`src/scr_defines.svh`:
```
// Constants for the serial channel readout and test control block
`ifndef SCR_DEFINES_SVH
`define SCR_DEFINES_SVH

`define SCR_NCHAN          64
`define SCR_LAST_CHAN      6'h3F
`define SCR_IDX_W          6
`define SCR_TRIM_W         4
`define SCR_CFG_LEN        324
// Configuration chain layout, first bit shifted in ends at the top
`define SCR_CFG_TESTON     323
`define SCR_CFG_WOR        322
`define SCR_CFG_NEGTHR     321
`define SCR_CFG_MONBUF     320
`define SCR_CFG_DIS_HI     319
`define SCR_CFG_DIS_LO     256
`define SCR_CFG_TRIM_HI    255
// Timing
`define SCR_CLK_PERIOD_NS  20
`define SCR_PW_DEFAULT_NS  50
`define SCR_PW_CYCLES \
  ((`SCR_PW_DEFAULT_NS + `SCR_CLK_PERIOD_NS - 1) / `SCR_CLK_PERIOD_NS)
`define SCR_PW_W           2
// APB byte offsets
`define SCR_ADDR_W         8
`define SCR_OFS_STATUS     8'h00
`define SCR_OFS_DIS_LO     8'h04
`define SCR_OFS_DIS_HI     8'h08
`define SCR_OFS_TRIM_SEL   8'h0C
`define SCR_OFS_TRIM_DATA  8'h10
`define SCR_OFS_PW_BIAS    8'h14
// Reset values
`define SCR_RST_TRIM_SEL   6'h00
`define SCR_RST_PW_BIAS    2'h0
// Synchroniser idle levels: step, start, hold high; reset, cfg low
`define SCR_SYNC_W         70
`define SCR_SYNC_INIT      70'h7

`endif

```
`src/scr_pkg.sv`:
```
// Types shared by the serial channel readout and test control block
package scr_pkg;

  typedef enum logic [1:0] {
    SCR_IDLE  = 2'h0,
    SCR_ARMED = 2'h1,
    SCR_SHIFT = 2'h3
  } scr_state_t;

  typedef struct packed {
    logic testOn;
    logic wiredOrEnable;
    logic negThr;
    logic monBufEnable;
  } scr_ctrl_t;

  typedef struct packed {
    logic dreset;
    logic sampleHoldN;
    logic shiftInN;
    logic readoutStepClockN;
  } scr_ro_pins_t;

endpackage

```
`src/scr_readout.sv`:
```
// Readout sequencer, trigger gating and configuration chain
// Overview of operation
// - Output mux connects at most one of 64 channels to monitor output.
// - Each step clock cycle moves the one-hot token one channel onward.
// - Stopped step clock keeps the current channel connected.
// - Channel 0 appears at first falling step edge after start accepted.
// - Monitor buffer tri-stated before readout, enabled with channel 0.
// - Token out asserted after rising step edge during last channel.
// - Asserted token input starts readout at next falling step edge.
// - Readout returns to idle on test reset or after a full sequence.
// - Undriven test reset reads as inactive low.
// - With injection enabled, input selector follows output selector.
// - Input selector picks the output channel and at most one channel.
// - A set disable bit suppresses that channel's trigger output.
// - Each enabled discriminator firing gives one fixed-width pulse.
// - Invert control bit selects the inverted discriminator output.
// - Wired-OR enable shows any channel trigger on common trigger pad.
// - Test channel has no trigger output; drives the monitor buffer.
// - Monitor buffer control bit switches the test channel buffer.
// - Each channel holds a 4 bit trim code, 1 mV per step.
// - Config chain captures data on each rising config clock edge.
// - Config chain keeps contents until reshifted; no reset path.
// - Trigger width defaults to 60ns (50ns rounded up to 3 clocks), shorter as width bias rises to 2.
`timescale 1ns/10ps
`include "scr_defines.svh"

module scr_readout (
  input  wire logic                           mclk,
  input  wire logic                           sys_rst,
  input  wire logic                           ce,
  input  wire logic                           psel,
  input  wire logic                           penable,
  input  wire logic                           pwrite,
  input  wire logic [`SCR_ADDR_W-1:0]         paddr,
  input  wire logic [31:0]                    pwdata,
  output logic      [31:0]                    prdata,
  output logic                                pready,
  output logic                                pslverr,
  input  wire scr_pkg::scr_ro_pins_t          roPins,
  input  wire logic                           cfgClk,
  input  wire logic                           cfgDataIn,
  output logic                                cfgDataOut,
  input  wire logic [`SCR_NCHAN-1:0]          discrimRaw,
  output logic      [`SCR_NCHAN-1:0]          channelHitPulse,
  output logic                                commonTrigOut,
  output logic                                commonTrigOe,
  output logic      [`SCR_NCHAN-1:0]          muxSel,
  output logic      [`SCR_NCHAN-1:0]          calSel,
  output logic                                monOutEn,
  output logic                                testBufOn,
  output logic                                shiftOutN,
  output logic                                sampleHold,
  output logic      [`SCR_NCHAN*4-1:0]        trimCode
);
  import scr_pkg::*;

  // Signed offset in mV from a trim code, upper bit selects the sign
  function automatic logic [3:0] trimOffset(input logic [3:0] code);
    logic [3:0] mag;
    mag = {1'b0, code[2:0]};
    trimOffset = code[3] ? mag : 4'(-mag);
  endfunction

  function automatic logic [`SCR_NCHAN-1:0] oneHot(
    input logic                   act,
    input logic [`SCR_IDX_W-1:0]  idx);
    oneHot = act ? (`SCR_NCHAN'(1) << idx) : '0;
  endfunction

  // Two-flop synchronisers for every pin input
  logic [`SCR_SYNC_W-1:0] syncA;
  logic [`SCR_SYNC_W-1:0] syncB;
  logic [`SCR_SYNC_W-1:0] syncC;
  logic [`SCR_SYNC_W-1:0] pinsRaw;

  assign pinsRaw = {discrimRaw, cfgDataIn, cfgClk, roPins};

  always_ff @(posedge mclk or posedge sys_rst) begin
    if (sys_rst) begin
      syncA <= `SCR_SYNC_INIT;
      syncB <= `SCR_SYNC_INIT;
      syncC <= `SCR_SYNC_INIT;
    end else if (ce) begin
      syncA <= pinsRaw;
      syncB <= syncA;
      syncC <= syncB;
    end
  end

  scr_ro_pins_t ro;
  scr_ro_pins_t roLast;
  logic         cfgClkS;
  logic         cfgClkLast;
  logic         cfgDataS;
  logic [`SCR_NCHAN-1:0] discS;
  logic [`SCR_NCHAN-1:0] discLast;
  logic         stepFall;
  logic         stepRise;
  logic         dresetS;

  assign ro         = syncB[3:0];
  assign roLast     = syncC[3:0];
  assign cfgClkS    = syncB[4];
  assign cfgClkLast = syncC[4];
  assign cfgDataS   = syncB[5];
  assign discS      = syncB[`SCR_SYNC_W-1:6];
  assign discLast   = syncC[`SCR_SYNC_W-1:6];
  assign stepFall   = roLast.readoutStepClockN & ~ro.readoutStepClockN;
  assign stepRise   = ~roLast.readoutStepClockN & ro.readoutStepClockN;
  assign dresetS    = ro.dreset;

  // Configuration chain, deliberately without reset
  logic [`SCR_CFG_LEN-1:0] cfg;
  scr_ctrl_t               ctrl;
  logic [`SCR_NCHAN-1:0]   cfgDisable;

  always_ff @(posedge mclk) begin
    if (ce && cfgClkS && !cfgClkLast) begin
      cfg <= {cfg[`SCR_CFG_LEN-2:0], cfgDataS};
    end
  end

  assign ctrl.testOn        = cfg[`SCR_CFG_TESTON];
  assign ctrl.wiredOrEnable = cfg[`SCR_CFG_WOR];
  assign ctrl.negThr        = cfg[`SCR_CFG_NEGTHR];
  assign ctrl.monBufEnable  = cfg[`SCR_CFG_MONBUF];
  assign cfgDisable         = cfg[`SCR_CFG_DIS_HI:`SCR_CFG_DIS_LO];
  assign trimCode           = cfg[`SCR_CFG_TRIM_HI:0];
  assign cfgDataOut         = cfg[`SCR_CFG_LEN-1];

  // Readout sequencer
  scr_state_t            state;
  logic [`SCR_IDX_W-1:0] chanIdx;

  always_ff @(posedge mclk or posedge sys_rst) begin
    if (sys_rst) begin
      state   <= SCR_IDLE;
      chanIdx <= '0;
    end else if (ce) begin
      if (dresetS) begin
        state   <= SCR_IDLE;
        chanIdx <= '0;
      end else begin
        unique case (state)
          SCR_IDLE: begin
            if (stepFall && !ro.shiftInN) begin
              state   <= SCR_SHIFT;
              chanIdx <= '0;
            end else if (stepRise && !ro.shiftInN) begin
              state <= SCR_ARMED;
            end
          end
          SCR_ARMED: begin
            if (stepFall) begin
              state   <= SCR_SHIFT;
              chanIdx <= '0;
            end
          end
          SCR_SHIFT: begin
            if (stepFall) begin
              if (chanIdx == `SCR_LAST_CHAN) begin
                state   <= SCR_IDLE;
                chanIdx <= '0;
              end else begin
                chanIdx <= chanIdx + 1'b1;
              end
            end
          end
          default: begin
            state   <= SCR_IDLE;
            chanIdx <= '0;
          end
        endcase
      end
    end
  end

  logic [`SCR_NCHAN-1:0] next_muxSel;
  logic                  next_active;

  always_comb begin
    next_active = 1'b0;
    next_muxSel = '0;
    if (!dresetS) begin
      unique case (state)
        SCR_IDLE: next_active = stepFall && !ro.shiftInN;
        SCR_ARMED: next_active = stepFall;
        SCR_SHIFT: next_active = !(stepFall && chanIdx == `SCR_LAST_CHAN);
        default: next_active = 1'b0;
      endcase
    end
    if (next_active) begin
      if (state == SCR_SHIFT && stepFall) begin
        next_muxSel = oneHot(1'b1, chanIdx + 1'b1);
      end else if (state == SCR_SHIFT) begin
        next_muxSel = oneHot(1'b1, chanIdx);
      end else begin
        next_muxSel = oneHot(1'b1, '0);
      end
    end
  end

  always_ff @(posedge mclk or posedge sys_rst) begin
    if (sys_rst) begin
      muxSel   <= '0;
      calSel   <= '0;
      monOutEn <= 1'b0;
    end else if (ce) begin
      muxSel   <= next_muxSel;
      calSel   <= ctrl.testOn ? next_muxSel : '0;
      monOutEn <= next_active;
    end
  end

  // Token out: low from the rising edge in the last channel until the end
  always_ff @(posedge mclk or posedge sys_rst) begin
    if (sys_rst) begin
      shiftOutN <= 1'b1;
    end else if (ce) begin
      if (dresetS || state != SCR_SHIFT) begin
        shiftOutN <= 1'b1;
      end else if (stepFall && chanIdx == `SCR_LAST_CHAN) begin
        shiftOutN <= 1'b1;
      end else if (stepRise && chanIdx == `SCR_LAST_CHAN) begin
        shiftOutN <= 1'b0;
      end
    end
  end

  always_ff @(posedge mclk or posedge sys_rst) begin
    if (sys_rst) begin
      sampleHold <= 1'b0;
      testBufOn  <= 1'b0;
    end else if (ce) begin
      sampleHold <= ~ro.sampleHoldN;
      testBufOn  <= ctrl.monBufEnable;
    end
  end

  // Trigger shaping
  logic [`SCR_PW_W-1:0] pulseWidthBias;
  logic [`SCR_PW_W-1:0] pulseCycles;
  logic [`SCR_PW_W-1:0] pulseCnt [`SCR_NCHAN];
  logic [`SCR_PW_W-1:0] next_pulseCnt [`SCR_NCHAN];
  logic [`SCR_NCHAN-1:0] discPol;
  logic [`SCR_NCHAN-1:0] discPolLast;
  logic [`SCR_NCHAN-1:0] next_hit;

  assign discPol     = discS ^ {`SCR_NCHAN{ctrl.negThr}};
  assign discPolLast = discLast ^ {`SCR_NCHAN{ctrl.negThr}};
  assign pulseCycles = (pulseWidthBias >= `SCR_PW_W'(`SCR_PW_CYCLES))
                       ? `SCR_PW_W'(1)
                       : `SCR_PW_W'(`SCR_PW_CYCLES) - pulseWidthBias;

  always_comb begin
    for (int i = 0; i < `SCR_NCHAN; i++) begin
      next_pulseCnt[i] = pulseCnt[i];
      if (cfgDisable[i]) begin
        next_pulseCnt[i] = '0;
      end else if (discPol[i] && !discPolLast[i] && pulseCnt[i] == '0) begin
        next_pulseCnt[i] = pulseCycles;
      end else if (pulseCnt[i] != '0) begin
        next_pulseCnt[i] = pulseCnt[i] - 1'b1;
      end
      next_hit[i] = next_pulseCnt[i] != '0;
    end
  end

  always_ff @(posedge mclk or posedge sys_rst) begin
    if (sys_rst) begin
      for (int i = 0; i < `SCR_NCHAN; i++) begin
        pulseCnt[i] <= '0;
      end
      channelHitPulse <= '0;
      commonTrigOe    <= 1'b0;
    end else if (ce) begin
      for (int i = 0; i < `SCR_NCHAN; i++) begin
        pulseCnt[i] <= next_pulseCnt[i];
      end
      channelHitPulse <= next_hit;
      commonTrigOe    <= ctrl.wiredOrEnable && (|next_hit);
    end
  end

  assign commonTrigOut = 1'b0;

  // APB slave, zero wait states
  logic [`SCR_IDX_W-1:0] trimSel;
  logic                  apbWr;
  logic                  apbSetup;
  logic [31:0]           next_prdata;
  logic                  next_err;
  logic [3:0]            selTrim;

  assign apbWr    = psel && penable && pwrite;
  assign apbSetup = psel && !penable;
  assign pready   = 1'b1;
  assign selTrim  = trimCode[{trimSel, 2'b00} +: `SCR_TRIM_W];

  always_comb begin
    next_prdata = '0;
    next_err    = 1'b0;
    unique case (paddr)
      `SCR_OFS_STATUS: next_prdata = {18'h0, chanIdx, ~shiftOutN,
        sampleHold, monOutEn, state != SCR_IDLE, ctrl};
      `SCR_OFS_DIS_LO: next_prdata = cfgDisable[31:0];
      `SCR_OFS_DIS_HI: next_prdata = cfgDisable[63:32];
      `SCR_OFS_TRIM_SEL: next_prdata = {26'h0, trimSel};
      `SCR_OFS_TRIM_DATA: next_prdata = {24'h0, selTrim, trimOffset(selTrim)};
      `SCR_OFS_PW_BIAS: next_prdata = {30'h0, pulseWidthBias};
      default: next_err = 1'b1;
    endcase
  end

  always_ff @(posedge mclk or posedge sys_rst) begin
    if (sys_rst) begin
      prdata  <= '0;
      pslverr <= 1'b0;
    end else if (ce && apbSetup) begin
      prdata  <= pwrite ? '0 : next_prdata;
      pslverr <= next_err;
    end
  end

  always_ff @(posedge mclk or posedge sys_rst) begin
    if (sys_rst) begin
      trimSel        <= `SCR_RST_TRIM_SEL;
      pulseWidthBias <= `SCR_RST_PW_BIAS;
    end else if (ce && apbWr) begin
      if (paddr == `SCR_OFS_TRIM_SEL) begin
        trimSel <= pwdata[`SCR_IDX_W-1:0];
      end
      if (paddr == `SCR_OFS_PW_BIAS) begin
        pulseWidthBias <= pwdata[`SCR_PW_W-1:0];
      end
    end
  end
endmodule // scr_readout

```
`config.mk`:
```
export PLATFORM = sky130hd
export DESIGN_NAME = scr_readout
export DESIGN_NICKNAME = d
export VERILOG_FILES = /design/src/scr_pkg.sv /design/src/scr_readout.sv
export VERILOG_INCLUDE_DIRS = /design/src /design/src/src
export SDC_FILE = /design/constraint.sdc
export NUM_CORES = 2
export LEC_CHECK = 0
export ABC_AREA = 1
export BUFFER_PORTS_ARGS = -buffer_cell sky130_fd_sc_hd__buf_2
export CAP_MARGIN = 20
export CORE_ASPECT_RATIO = 0.7
export CORE_MARGIN = 2
export CORE_UTILIZATION = 62
export DETAILED_ROUTE_END_ITERATION = 10
export PLACE_DENSITY = 0.87
export SYNTH_ARGS = -nofsm -noshare
export SYNTH_HDL_FRONTEND = slang
export SYNTH_SLANG_ARGS = --single-unit
```
`constraint.sdc`:
```
create_clock -name mclk -period 42.9 [get_ports mclk]
set_input_delay 4.29 -clock mclk [delete_from_list [all_inputs] [get_ports mclk]]
set_output_delay 4.29 -clock mclk [all_outputs]
set_load 0.05 [all_outputs]
```
==> flow_metrics.tcl <==
set metrics [dict create \
    ys.flop_type "dfrtp_1" \
    synth_top_area_frac 0.345 \
    vias 34500 \
    port-buffer-count 576 \
    async_flop_share 0.642 \
    setup_tns_ns 0 \
    synth.area.top_cells "dfrtp_1, edfxtp_1, nand2_1" \
    fillers 4810 \
    synth_cells 4589 \
    finalHoldViolations 0 \
    crit_fanout 176 \
    maxCapViolCount 0 \
    worst_pin_slew_ns 1.10 \
    grtUsageTotal 0.346 \
    power.leakage_nw 21.5 \
    clkPwrFrac 0.360 \
    place_ws_ns 34.55 \
    slew_violations 0 \
    antenna_found_initial 10 \
    syn_area_um2 41500 \
    ys_ff_latch 904 \
    maxSlewHeadroom 0.264 \
    peakVddDrop_mv 0.0446 \
    first_iter_violations 5407 \
    status "complete, no violations" \
    path_class "in2reg" \
    clkLatencyLatePin_ns 0.66 \
    finalSetupViolCount 0 \
    cts_root_buffer "clkbuf_16" \
    hold_class "reg2reg" \
    period_share 0.182 \
    fp-row-count 79 \
    die_w_um 313 \
    firstDrtPassIters 9 \
    clkTransAtPathRegs_ns 0.07 \
    min_period_ns 7.82 \
    numCtsBuffers 84 \
    start_util 0.625 \
    drive_gt1_frac 0.160 \
    ctsResizeCount 0 \
    setup_slack_ns 35.08 \
    fin_skew_ns 0.0244 \
    synth_common_cells "nand2_1, dfrtp_1, o21ai_0" \
    core_um2 66300 \
    dieHeight_um 220 \
    die_area_um2 69000 \
    dp.final_hpwl_um 83800 \
    power_density_nw_per_um2 45.8 \
    wl_um 122000 \
    grt_pass1_vias 31200 \
    io_pins 605 \
    drc 0 \
    combPwrFrac 0.155 \
    seqPwrFrac 0.484 \
    clock_path_buffers 3 \
    htreeDepth 3 \
    synth_edf_count 324 \
    cts_tree "built" \
    vias_per_cell 5.98 \
    syn_to_final_growth_pct 9.89 \
    arrival_ns 8.08 \
    worst_setup_path_start_kind "input port" \
    gp_congestion 0.957 \
    power_switching_mw 0.627 \
    yosysMostFrequentCell "nand2_1" \
    seq_area_frac_synth 0.585 \
    grt_pass1_wl_um 183000 \
    internal-power_mw 1.46 \
    swShare 0.301 \
    max_freq_mhz 128 \
    syn_avg_cell_area_um2 9.03 \
    worstPathRequired_ns 43.15 \
    nets 4920 \
    synth_area_leader_cell "dfrtp_1" \
    fin_total_pwr_mw 2.08 \
    synth_cell_types 41 \
    hold_buffers 0 \
    yosysWarnings 0 \
    synthesis.nets 4713 \
    cts_setup_buffers 0 \
    grt_max_degree 177 \
    cts_num_sinks 904 \
    endpoint_kind "flop" \
    gr-total-overflow 0 \
    wl_per_cell_um 21.2 \
    rsz0062_at_grt "false" \
    ant_nets 0 \
]
-- cell type report --
class | instances | area (µm²) | share of cell area
well taps | 891 | 1110 | 0.0245
repair buffers | 609 | 3170 | 0.0697
diodes | 8 | 20.0 | 0.000439
inverters | 382 | 1450 | 0.0318
flip-flops and latches | 904 | 24300 | 0.533
clock inverters | 33 | 328 | 0.00720
multi-input cells | 2815 | 12800 | 0.281
clock buffers | 122 | 2390 | 0.0524
-- power groups by stage --
stage | registers, mW | clock network (mW) | logic (mW)
after detailed placement | 1.02 | 0 | 0.316
after global placement | 1.02 | 0 | 0.304
final | 1.01 | 0.751 | 0.324
after CTS | 1.01 | 0.754 | 0.319
after global routing | 1.02 | 0.789 | 0.352
after floorplan | 1.07 | 0 | 0.200
-- cells in the final DEF, fill, tap and decap left out, types with 5 or more instances in the layout --
cell	n
a21oi_1	31
a22o_1	18
a31oi_1	11
buf_2	575
buf_4	31
bufinv_16	5
clkbuf_1	26
clkbuf_16	86
clkbuf_8	10
clkinv_1	11
clkinv_2	11
dfrtp_1	570
dfstp_2	8
diode_2	8
edfxtp_1	324
ha_1	8
inv_1	361
inv_2	16
nand2_1	1323
nand3_1	477
nand4_1	55
nor2_1	99
nor3_1	18
o21ai_0	502
o21ai_1	94
o22ai_1	141
-- routing by layer --
metal | wire length [µm] | global-route usage | up-vias | share of wire
met5 | 0 | 0 | - | 0
met4 | 5860 | 0.144 | 0 | 0.048
met3 | 16900 | 0.120 | 377 | 0.14
met2 | 51000 | 0.480 | 2327 | 0.42
met1 | 48500 | 0.499 | 16300 | 0.40
li1 | - | - | 15500 | -
-- kinds of logic (layout without fill, tap and decap cells) --
group	Yosys count	count (layout)	share of synthesized area
AND/OR/NAND/NOR	1991	1991	0.200
flip-flops	904	904	0.585
buffers and inverters	870	1146	0.106
AO/OA/AOI/OAI	813	813	0.106
adder cells (fa/ha/maj)	8	8	0.00241
other	2	10	0.000181
XOR/XNOR	1	1	0.000392
-- worst max-delay path, cell delays in order --
cell and delay (ns):
buf_8 0.42, inv_8 0.29, nor3_2 0.23, buf_4 0.74, buf_12 0.70, buf_4 0.95
-- state kept, by name (all words and copies together) (netlist names) --
signal	count
pulseCnt	128
testBufOn	1
prdata	32
channelHitPulse	64
syncB	70
trimSel	6
sampleHold	1
calSel	64
syncC	66
monOutEn	1
commonTrigOe	1
pslverr	1
state	2
cfg	324
shiftOutN	1
pulseWidthBias	2
syncA	70
muxSel	64
chanIdx	6
-- stage by stage --
stage	util	cell area (µm²)	std cells	hold WS [ns]
finish	0.687	45600	5764	0.444
global route	0.687	45500	5762	0.453
CTS	0.687	45500	5756	0.444
detailed placement	0.646	42800	5601	0.434
global placement	0.645	42800	5600	0.427
floorplan	-	41500	4589	0.425
-- path summary, 6_finish.rpt --
check	start	end	slack (ns)	cells after the start
worst max-delay path	ce	cfg[118]	35.08	6
worst min-delay path	cfg[317]	cfg[318]	0.44	0
worst max register to register	trimSel[0]	prdata[2]	38.87	18
worst min register to register	cfg[317]	cfg[318]	0.44	0
max in group asynchronous	sys_rst	calSel[54]	36.96	4
min in group asynchronous	sys_rst	syncA[43]	3.74	2
No activity file was read; power rests on OpenSTA's default activity.
